===== src/tapid_pkg.sv =====
// Purpose: shared constants and types of the test port instruction decoder
// Assumes: one core clock domain; the test clock is sampled as a plain input
// Notes: boundary chain layout is a small stand-in for the real scan order
package tapid_pkg;

	// instruction register
	localparam int IR_W = 3;
	localparam logic [1:0] IR_CAPTURE_PAT = 2'h1;
	localparam logic [2:0] IR_CAPTURE_TOP = 3'h0;
	localparam logic [2:0] INS_EXTEST = 3'h0;
	localparam logic [2:0] INS_IDCODE = 3'h1;
	localparam logic [2:0] INS_SAMPLE_Z = 3'h2;
	localparam logic [2:0] INS_PRIV_A = 3'h3;
	localparam logic [2:0] INS_SAMPLE = 3'h4;
	localparam logic [2:0] INS_PRIV_B = 3'h5;
	localparam logic [2:0] INS_PRIV_C = 3'h6;
	localparam logic [2:0] INS_BYPASS = 3'h7;
	localparam logic [2:0] IR_RESET_VAL = INS_IDCODE;

	// identification register; the value is arbitrary
	localparam int ID_W = 32;
	localparam logic [31:0] ID_ROM_VAL = 32'h0000_0001;

	// boundary chain: input cells, output cells, then fixed place holders
	localparam int BSR_IN_W = 4;
	localparam int BSR_OUT_W = 4;
	localparam int BSR_FILL_W = 2;
	localparam int BSR_W = BSR_IN_W + BSR_OUT_W + BSR_FILL_W;
	localparam int BSR_OUT_LSB = BSR_IN_W;
	localparam int BSR_FILL_LSB = BSR_IN_W + BSR_OUT_W;
	localparam logic [1:0] BSR_FILL_VAL = 2'h3;
	localparam logic [3:0] BSR_HOLD_RESET = 4'h0;

	// reset walk length of the test mode select line
	localparam logic [2:0] TMS_RESET_EDGES = 3'h5;

	// synchroniser depth for pin levels
	localparam int SYNC_STAGES = 2;

	// test access states, one-hot
	typedef enum logic [15:0] {
		ST_RESET    = 16'h0001,
		ST_IDLE     = 16'h0002,
		ST_SEL_DR   = 16'h0004,
		ST_CAP_DR   = 16'h0008,
		ST_SHIFT_DR = 16'h0010,
		ST_EXIT1_DR = 16'h0020,
		ST_PAUSE_DR = 16'h0040,
		ST_EXIT2_DR = 16'h0080,
		ST_UPD_DR   = 16'h0100,
		ST_SEL_IR   = 16'h0200,
		ST_CAP_IR   = 16'h0400,
		ST_SHIFT_IR = 16'h0800,
		ST_EXIT1_IR = 16'h1000,
		ST_PAUSE_IR = 16'h2000,
		ST_EXIT2_IR = 16'h4000,
		ST_UPD_IR   = 16'h8000
	} tapid_state_e;

	// serial link pins as seen by the device
	typedef struct packed {
		logic tck;
		logic tms;
		logic tdi;
	} tapid_link_s;

	// boundary control toward the memory output drivers
	typedef struct packed {
		logic drive;
		logic hiz;
		logic [BSR_OUT_W-1:0] value;
	} tapid_bout_s;

endpackage


===== src/tapid_sync.sv =====
// Purpose: two-stage synchroniser for levels arriving from other domains
// Assumes: every bit is an independent level
// Notes: only the second stage may be read by other logic
`timescale 1ns/100ps
`default_nettype none
module tapid_sync
	import tapid_pkg::*;
#(
	parameter int W = 1
)
(
	// clock and reset
	input wire logic core_clk,
	input wire logic rst,
	// levels
	input wire logic [W-1:0] async_in,
	output logic [W-1:0] sync_out
);

	logic [W-1:0] meta_reg;

	// first stage feeds only the second
	always_ff @(posedge core_clk or posedge rst)
	begin
		if (rst)
		begin
			meta_reg <= '0;
			sync_out <= '0;
		end
		else
		begin
			meta_reg <= async_in;
			sync_out <= meta_reg;
		end
	end

endmodule // tapid_sync
`default_nettype wire


===== src/tapid_top.sv =====
// Purpose: test access port instruction handling and data register paths
// Assumes: test clock far slower than core_clk; pin levels synchronised
// Notes: private codes route through bypass; output cells drive on fall
//
// Contract
// - capture-ir loads 01 into the two lowest instruction bits
// - shift-ir places instruction shifter between data in and out
// - new instruction acts only from update-ir onward
// - code 111 selects the one-bit bypass path in shift-dr
// - code 100 capture-dr copies pin levels into boundary chain
// - unbound boundary cells capture their fixed default value
// - boundary instructions shift the boundary chain in shift-dr
// - update-dr copies output cells into their holding latches
// - code 000 decodes as extest on the boundary chain
// - extest never isolates memory inputs other than main clock
// - extest drives held values onto outputs at falling test clock
// - extest capture-dr samples all pins and defaults in parallel
// - extest update-dr makes each output drive its held value
// - code 001 loads id rom at capture and shifts it out
// - instruction resets to idcode at power-up and test-logic-reset
// - code 010 acts as sample and forces memory outputs high-z
// - codes 011, 101, 110 are private; controller must not issue them
// - no internal test instruction; preload portion remains supported
// - instruction register is three bits wide
// - five rising edges with select high reach test-logic-reset
// - sample inputs on rising edge, change data out on falling
// - id register is 32 bits, least significant bit out first
`timescale 1ns/100ps
`default_nettype none
module tapid_top
	import tapid_pkg::*;
(
	// clock and reset
	input wire logic core_clk,
	input wire logic rst,
	// serial test link
	input wire tapid_link_s link_in,
	output logic tdo_o,
	output logic tdo_oe,
	// pin levels of the memory ring
	input wire logic [BSR_IN_W-1:0] ring_in_lvl,
	input wire logic [BSR_OUT_W-1:0] ring_out_lvl,
	// boundary control of the memory outputs
	output tapid_bout_s bout
);

	localparam int SW = 3 + BSR_IN_W + BSR_OUT_W;
	logic [SW-1:0] sync_vec;
	logic tck_s;
	logic tms_s;
	logic tdi_s;
	logic [BSR_IN_W-1:0] in_s;
	logic [BSR_OUT_W-1:0] out_s;
	logic tck_d_reg;
	logic tck_rise;
	logic tck_fall;
	tapid_state_e state_reg;
	tapid_state_e state_next;
	logic [IR_W-1:0] ir_shift_reg;
	logic [IR_W-1:0] ir_reg;
	logic bypass_reg;
	logic [ID_W-1:0] id_shift_reg;
	logic [BSR_W-1:0] bsr_shift_reg;
	logic [BSR_OUT_W-1:0] hold_reg;
	logic [2:0] tms_run_reg;

	// boundary chain is the scan path for these codes
	function automatic logic is_boundary(input logic [IR_W-1:0] code);
		is_boundary = (code == INS_EXTEST) || (code == INS_SAMPLE)
			|| (code == INS_SAMPLE_Z);
	endfunction

	// selected register bit; private codes bypass
	function automatic logic dr_lsb(input logic [IR_W-1:0] code,
		input logic byp, input logic idb, input logic bsb);
		dr_lsb = is_boundary(code) ? bsb
			: (code == INS_IDCODE) ? idb : byp;
	endfunction

	// all outside levels pass two flops before use
	tapid_sync #(.W(SW)) u_sync (
		.core_clk(core_clk),
		.rst(rst),
		.async_in({link_in.tck, link_in.tms, link_in.tdi,
			ring_in_lvl, ring_out_lvl}),
		.sync_out(sync_vec)
	);

	assign tck_s = sync_vec[SW-1];
	assign tms_s = sync_vec[SW-2];
	assign tdi_s = sync_vec[SW-3];
	assign in_s = sync_vec[BSR_OUT_W +: BSR_IN_W];
	assign out_s = sync_vec[BSR_OUT_W-1:0];

	// test clock edge finder
	always_ff @(posedge core_clk or posedge rst)
	begin
		if (rst)
			tck_d_reg <= 1'b0;
		else
			tck_d_reg <= tck_s;
	end

	assign tck_rise = tck_s && !tck_d_reg;
	assign tck_fall = !tck_s && tck_d_reg;

	always_comb
	begin
		state_next = state_reg;
		case (state_reg)
			ST_RESET:    state_next = tms_s ? ST_RESET : ST_IDLE;
			ST_IDLE:     state_next = tms_s ? ST_SEL_DR : ST_IDLE;
			ST_SEL_DR:   state_next = tms_s ? ST_SEL_IR : ST_CAP_DR;
			ST_CAP_DR:   state_next = tms_s ? ST_EXIT1_DR : ST_SHIFT_DR;
			ST_SHIFT_DR: state_next = tms_s ? ST_EXIT1_DR : ST_SHIFT_DR;
			ST_EXIT1_DR: state_next = tms_s ? ST_UPD_DR : ST_PAUSE_DR;
			ST_PAUSE_DR: state_next = tms_s ? ST_EXIT2_DR : ST_PAUSE_DR;
			ST_EXIT2_DR: state_next = tms_s ? ST_UPD_DR : ST_SHIFT_DR;
			ST_UPD_DR:   state_next = tms_s ? ST_SEL_DR : ST_IDLE;
			ST_SEL_IR:   state_next = tms_s ? ST_RESET : ST_CAP_IR;
			ST_CAP_IR:   state_next = tms_s ? ST_EXIT1_IR : ST_SHIFT_IR;
			ST_SHIFT_IR: state_next = tms_s ? ST_EXIT1_IR : ST_SHIFT_IR;
			ST_EXIT1_IR: state_next = tms_s ? ST_UPD_IR : ST_PAUSE_IR;
			ST_PAUSE_IR: state_next = tms_s ? ST_EXIT2_IR : ST_PAUSE_IR;
			ST_EXIT2_IR: state_next = tms_s ? ST_UPD_IR : ST_SHIFT_IR;
			ST_UPD_IR:   state_next = tms_s ? ST_SEL_DR : ST_IDLE;
			default:     state_next = ST_RESET;
		endcase
	end

	// state advances on each rising test clock edge
	always_ff @(posedge core_clk or posedge rst)
	begin
		if (rst)
			state_reg <= ST_RESET;
		else if (tck_rise)
			state_reg <= state_next;
	end

	always_ff @(posedge core_clk or posedge rst)
	begin
		if (rst)
			tms_run_reg <= 3'h0;
		else if (tck_rise)
			tms_run_reg <= !tms_s ? 3'h0 :
				(tms_run_reg == TMS_RESET_EDGES) ? tms_run_reg :
				tms_run_reg + 3'h1;
	end

	always_ff @(posedge core_clk or posedge rst)
	begin
		if (rst)
			ir_shift_reg <= IR_RESET_VAL;
		else if (tck_rise)
		begin
			if (state_reg == ST_CAP_IR)
				ir_shift_reg <= {IR_CAPTURE_TOP[2], IR_CAPTURE_PAT};
			else if (state_reg == ST_SHIFT_IR)
				ir_shift_reg <= {tdi_s, ir_shift_reg[IR_W-1:1]};
		end
	end

	// active instruction
	always_ff @(posedge core_clk or posedge rst)
	begin
		if (rst)
			ir_reg <= IR_RESET_VAL;
		else if (tck_rise)
		begin
			if (state_next == ST_RESET)
				ir_reg <= IR_RESET_VAL;
			else if (state_reg == ST_UPD_IR)
				ir_reg <= ir_shift_reg;
		end
	end

	// bypass cell; private codes land here too
	always_ff @(posedge core_clk or posedge rst)
	begin
		if (rst)
			bypass_reg <= 1'b0;
		else if (tck_rise)
		begin
			if (state_reg == ST_CAP_DR)
				bypass_reg <= 1'b0;
			else if (state_reg == ST_SHIFT_DR)
				bypass_reg <= tdi_s;
		end
	end

	// identification shifter
	always_ff @(posedge core_clk or posedge rst)
	begin
		if (rst)
			id_shift_reg <= ID_ROM_VAL;
		else if (tck_rise && ir_reg == INS_IDCODE)
		begin
			if (state_reg == ST_CAP_DR)
				id_shift_reg <= ID_ROM_VAL;
			else if (state_reg == ST_SHIFT_DR)
				id_shift_reg <= {tdi_s, id_shift_reg[ID_W-1:1]};
		end
	end

	// boundary shifter; no internal test code exists
	always_ff @(posedge core_clk or posedge rst)
	begin
		if (rst)
			bsr_shift_reg <= '0;
		else if (tck_rise && is_boundary(ir_reg))
		begin
			if (state_reg == ST_CAP_DR)
				bsr_shift_reg <= {BSR_FILL_VAL, out_s, in_s};
			else if (state_reg == ST_SHIFT_DR)
				bsr_shift_reg <= {tdi_s, bsr_shift_reg[BSR_W-1:1]};
		end
	end

	// holding latches of output cells
	always_ff @(posedge core_clk or posedge rst)
	begin
		if (rst)
			hold_reg <= BSR_HOLD_RESET;
		else if (tck_rise && state_reg == ST_UPD_DR && is_boundary(ir_reg))
			hold_reg <= bsr_shift_reg[BSR_OUT_LSB +: BSR_OUT_W];
	end

	// inputs never gated; outputs move on fall
	always_ff @(posedge core_clk or posedge rst)
	begin
		if (rst)
			bout <= '{drive: 1'b0, hiz: 1'b0, value: BSR_HOLD_RESET};
		else if (tck_fall)
		begin
			bout.drive <= (ir_reg == INS_EXTEST);
			bout.hiz <= (ir_reg == INS_SAMPLE_Z);
			bout.value <= hold_reg;
		end
	end

	// data out changes on the falling edge only
	always_ff @(posedge core_clk or posedge rst)
	begin
		if (rst)
		begin
			tdo_o <= 1'b0;
			tdo_oe <= 1'b0;
		end
		else if (tck_fall)
		begin
			tdo_oe <= (state_reg == ST_SHIFT_IR) || (state_reg == ST_SHIFT_DR);
			if (state_reg == ST_SHIFT_IR)
				tdo_o <= ir_shift_reg[0];
			else
				tdo_o <= dr_lsb(ir_reg, bypass_reg, id_shift_reg[0],
					bsr_shift_reg[0]);
		end
	end
endmodule // tapid_top
`default_nettype wire


===== config.mk =====
export PLATFORM = sky130hd
export DESIGN_NAME = tapid_top
export DESIGN_NICKNAME = d
export VERILOG_FILES = /design/src/tapid_pkg.sv /design/src/tapid_sync.sv /design/src/tapid_top.sv
export SDC_FILE = /design/constraint.sdc
export NUM_CORES = 1
export LEC_CHECK = 0
export BUFFER_PORTS_ARGS = -buffer_cell sky130_fd_sc_hd__buf_2
export CORE_MARGIN = 10
export CORE_UTILIZATION = 35
export CTS_CLUSTER_DIAMETER = 150
export DETAILED_ROUTE_END_ITERATION = 8
export MAX_ROUTING_LAYER = met4
export PLACE_DENSITY = 0.54
export SLEW_MARGIN = 10
export SYNTH_ARGS = -nofsm -noshare
export SYNTH_HDL_FRONTEND = slang
export SYNTH_SLANG_ARGS = --single-unit

===== constraint.sdc =====
create_clock -name core_clk -period 5.37 [get_ports core_clk]
set_input_delay 1.611 -clock core_clk [delete_from_list [all_inputs] [get_ports core_clk]]
set_output_delay 1.611 -clock core_clk [all_outputs]
set_load 0.05 [all_outputs]

==> summary.md <==
| Metric | Value |
|---|---|
| Run status | finished, final reports clean |
| Comb pwr share | ~15% |
| Crit path largest cell delay | 750 ps |
| Flop-to-flop setup slack | 2460 ps |
| Largest net degree at the start of global routing | 66 |
| CTS clk-pin slew, worst paths | 70 ps |
| First-pass GRT wire length | 15300 µm |
| Hold Crit Class | flop to flop |
| TritonCTS Sinks | 100 |
| Synth async-reset ratio | 100% |
| Max clock buf depth | 2 |
| H-Tree Level Count | 3 |
| Max stage delay cell, worst path | nand4_1 |
| Buf/Inv on CP | 1 |
| Dominant synthesized flop cell | dfrtp_1 |
| Library cells used by synthesis | 51 |
| Area of the multi-input gates | 0.00182 mm² |
| Final Hold Fails | 0 |
| Max_slew headroom | 36.8% |
| Final WL | ~8700 µm |
| Initial antenna violation count | 0 |
| Post-Syn Instances | 443 |
| Die Y | 134 µm |
| CTS root buffer | clkbuf_16 |
| Setup repair after global routing missed its margin | false |
| Via count | 3125 |
| Final ANT Viol Nets | 0 |
| Layout cells sized above 1 | 20.3% |
| Die Width | 134 µm |
| Least-Margin Pin Slew | 945 ps |
| Area growth syn-to-layout | 10.1% |
| Max-Cap Viols | 0 |
| Mapped cell area | 0.00456 mm² |
| Crit. Startpoint | state_reg[13]$_DFFE_PP0P_ |
| Cell row count | 41 |
| Critical Path Stages | 6 |
| WHS Path Cells | 0 |
| Clk_lat worst skew | ~340 ps |
| Vias per cell | 5.03 |
| Filler Cell Count | around 1300 |
| Setup CP Type | flop to flop |
| Critical R2R Launch | state_reg[13]$_DFFE_PP0P_ |
| Critical Path Sink Type | flop |
| Final worst path period share | 54.1% |
| Flop pwr share | a little under half |
| Post-DP HPWL | 5980 µm |
| Post-CTS Resized | 0 |
| Routability congestion estimate | about 0.85 |
| Die ar. | between 0.015 and 0.02 mm² |
| Post-synth net total | 456 |
| CP cell instances | nor4_4 > and2_1 > nand4_1 > buf_4 > nand2_1 > o21ai_2 |
| Post-route setup TNS | 0 ps |
| Yosys warning count | 0 |
| CP delay by family, top | simple AND/OR/NAND/NOR gates |
| Commonest non-fill, non-tap cell in the layout | nand2_1 |
| Crit Path Max Fanout | 25 |
| Hold buffer count at CTS | 0 |
| #FFs+latches synth | 100 |
| Post-synth EDFFs | 0 |
| CP Launch Type | flop |
| Fin crit period | 2910 ps |
| Total grt overflow | 0 |
| GR Util All Layers | 10.5% |
| Peak supply drop | 0.232 mV |
| First-iteration detailed-routing DRC count | 224 |
| DRC errors left | 0 |
| Final Core Density | 39.7% |
| Sw Share | ~29% |
| Vias in the first global route | 3119 |
| Pre-antenna DRT Iters | 5 |
| Fin. max-slew vios | 0 |
| Critical Path Sink | id_shift_reg[8]$_DFFE_PP0P_ |
| Port Buf Inserts | 20 |
| R2R Path End | id_shift_reg[8]$_DFFE_PP0P_ |
| Sequential share of the synthesized area | roughly 55% |
| Io pins | 21 |
| Final Total Pwr | ~1.8 mW |
| FF+latch area | ~0.0025 mm² |
| Peak Freq | around 340 MHz |
| Initial Util | 36.0% |
| CP arrival | 3110 ps |
| Psw | between 500 and 600 µW |
| Critical Path RT | 5570 ps |
| Nets | about 460 |
| CTS Buf Count | 9 |
| PD cells | between 300 and 400 mW/mm² |
| Core area | approximately 0.013 mm² |
| Final setup fails | 0 |
| Post-CTS setup buffers | 0 |
| Worst Hold Launch | u_sync.meta_reg[0]$_DFF_PP0_ |
| Avg Synthesized Cell Area | 10.3 µm² |
| CTS tree | yes |
| WL/cell | 14.0 µm |
| Leakage | 2.20 nW |
| Internal power | 1.26 mW |
| FF-to-FF path depth | 6 |
| ANT cells | 0 |
| Most frequent cells in the layout | 104 x nand2_1, 96 x dfrtp_1, 30 x o21ai_0, 28 x o21ai_2, 20 x buf_2 |
| Clk_skew | 9.28 ps |
| Max reg flops | 32 |
| Clock share of power | 37.5% |
## power by group through the flow
stage / Combinational, mW / Sequential, mW / Clock (mW)
6_report: 0.262 / 0.844 / 0.663
5_1_grt: 0.297 / 0.850 / 0.720
4_1_cts: 0.266 / 0.842 / 0.683
3_5_place_dp: 0.264 / 0.857 / 0
3_3_place_gp: 0.263 / 0.856 / 0
2_1_floorplan: 0.227 / 0.829 / 0
## worst min path at each step
stage | endpoint | slack (ps)
2_1_floorplan | u_sync.sync_out[0]$_DFF_PP0_ | 330
3_5_place_dp | u_sync.sync_out[0]$_DFF_PP0_ | 340
5_1_grt | u_sync.sync_out[0]$_DFF_PP0_ | 360
4_1_cts | u_sync.sync_out[0]$_DFF_PP0_ | 350
3_3_place_gp | u_sync.sync_out[1]$_DFF_PP0_ | 330
6_report | u_sync.sync_out[0]$_DFF_PP0_ | 350
## stage by stage
stage	setup WS, ps	area (µm²)	std cells	hold slack [ps]
after floorplan	1150	4560	443	331
after global placement	2450	4720	605	333
after detailed placement	2430	4720	605	336
after CTS	2410	5020	621	351
after global routing	2200	5020	621	356
final	2460	5020	621	349
## per-layer routing
metal / global-route usage [%] / share of wire (%) / vias up
met4: 3.08 / 1.2 / 0
met3: 2.65 / 2.8 / 11
met5: - / 0 / -
li1: - / - / 1549
met2: 16.8 / 49 / 45
met1: 12.8 / 47 / 1520
## synthesized netlist by cell type (5+ instances only)
master      n  area share [%]
nand4_1     9             1.2
buf_2       6            0.66
a21oi_1     7            0.77
nand3_1     7            0.77
buf_6       8             2.0
nor3_1     10             1.1
nor3b_1     5            0.82
o21ai_0    30             3.3
mux2_2      8             2.0
o21ai_2    28             5.4
dfrtp_1    96              53
inv_1       9            0.74
clkbuf_1   18             1.5
xor2_1      5            0.96
nand2_1   104             8.6
nor2_1     12            0.99
mux2i_1     8             1.8
a31oi_1     9             1.2
## cells by family (layout without fill, tap and decap cells)
| family | count (synthesis) | count (layout) | synth area share, % |
|---|---|---|---|
| and+or+nand+nor | 177 | 177 | 19.8 |
| xor gates and xnor gates | 9 | 9 | 1.73 |
| AOI/OAI and AO/OA | 96 | 96 | 14.4 |
| DFF | 100 | 100 | 54.9 |
| buffers and inverters | 44 | 50 | 5.18 |
| muxes | 16 | 16 | 3.73 |
| adders and majority gates | 1 | 1 | 0.219 |
## final cells by class
class	instances	area share (%)
Clock buffer	10	4.76
Clock inverter	6	1.37
Multi-Input combinational cell	299	36.2
Sequential cell	100	49.9
Tap cell	172	4.28
Inverter	9	0.722
Timing Repair Buffer	25	2.74
No activity file was read; power rests on OpenSTA's default activity.
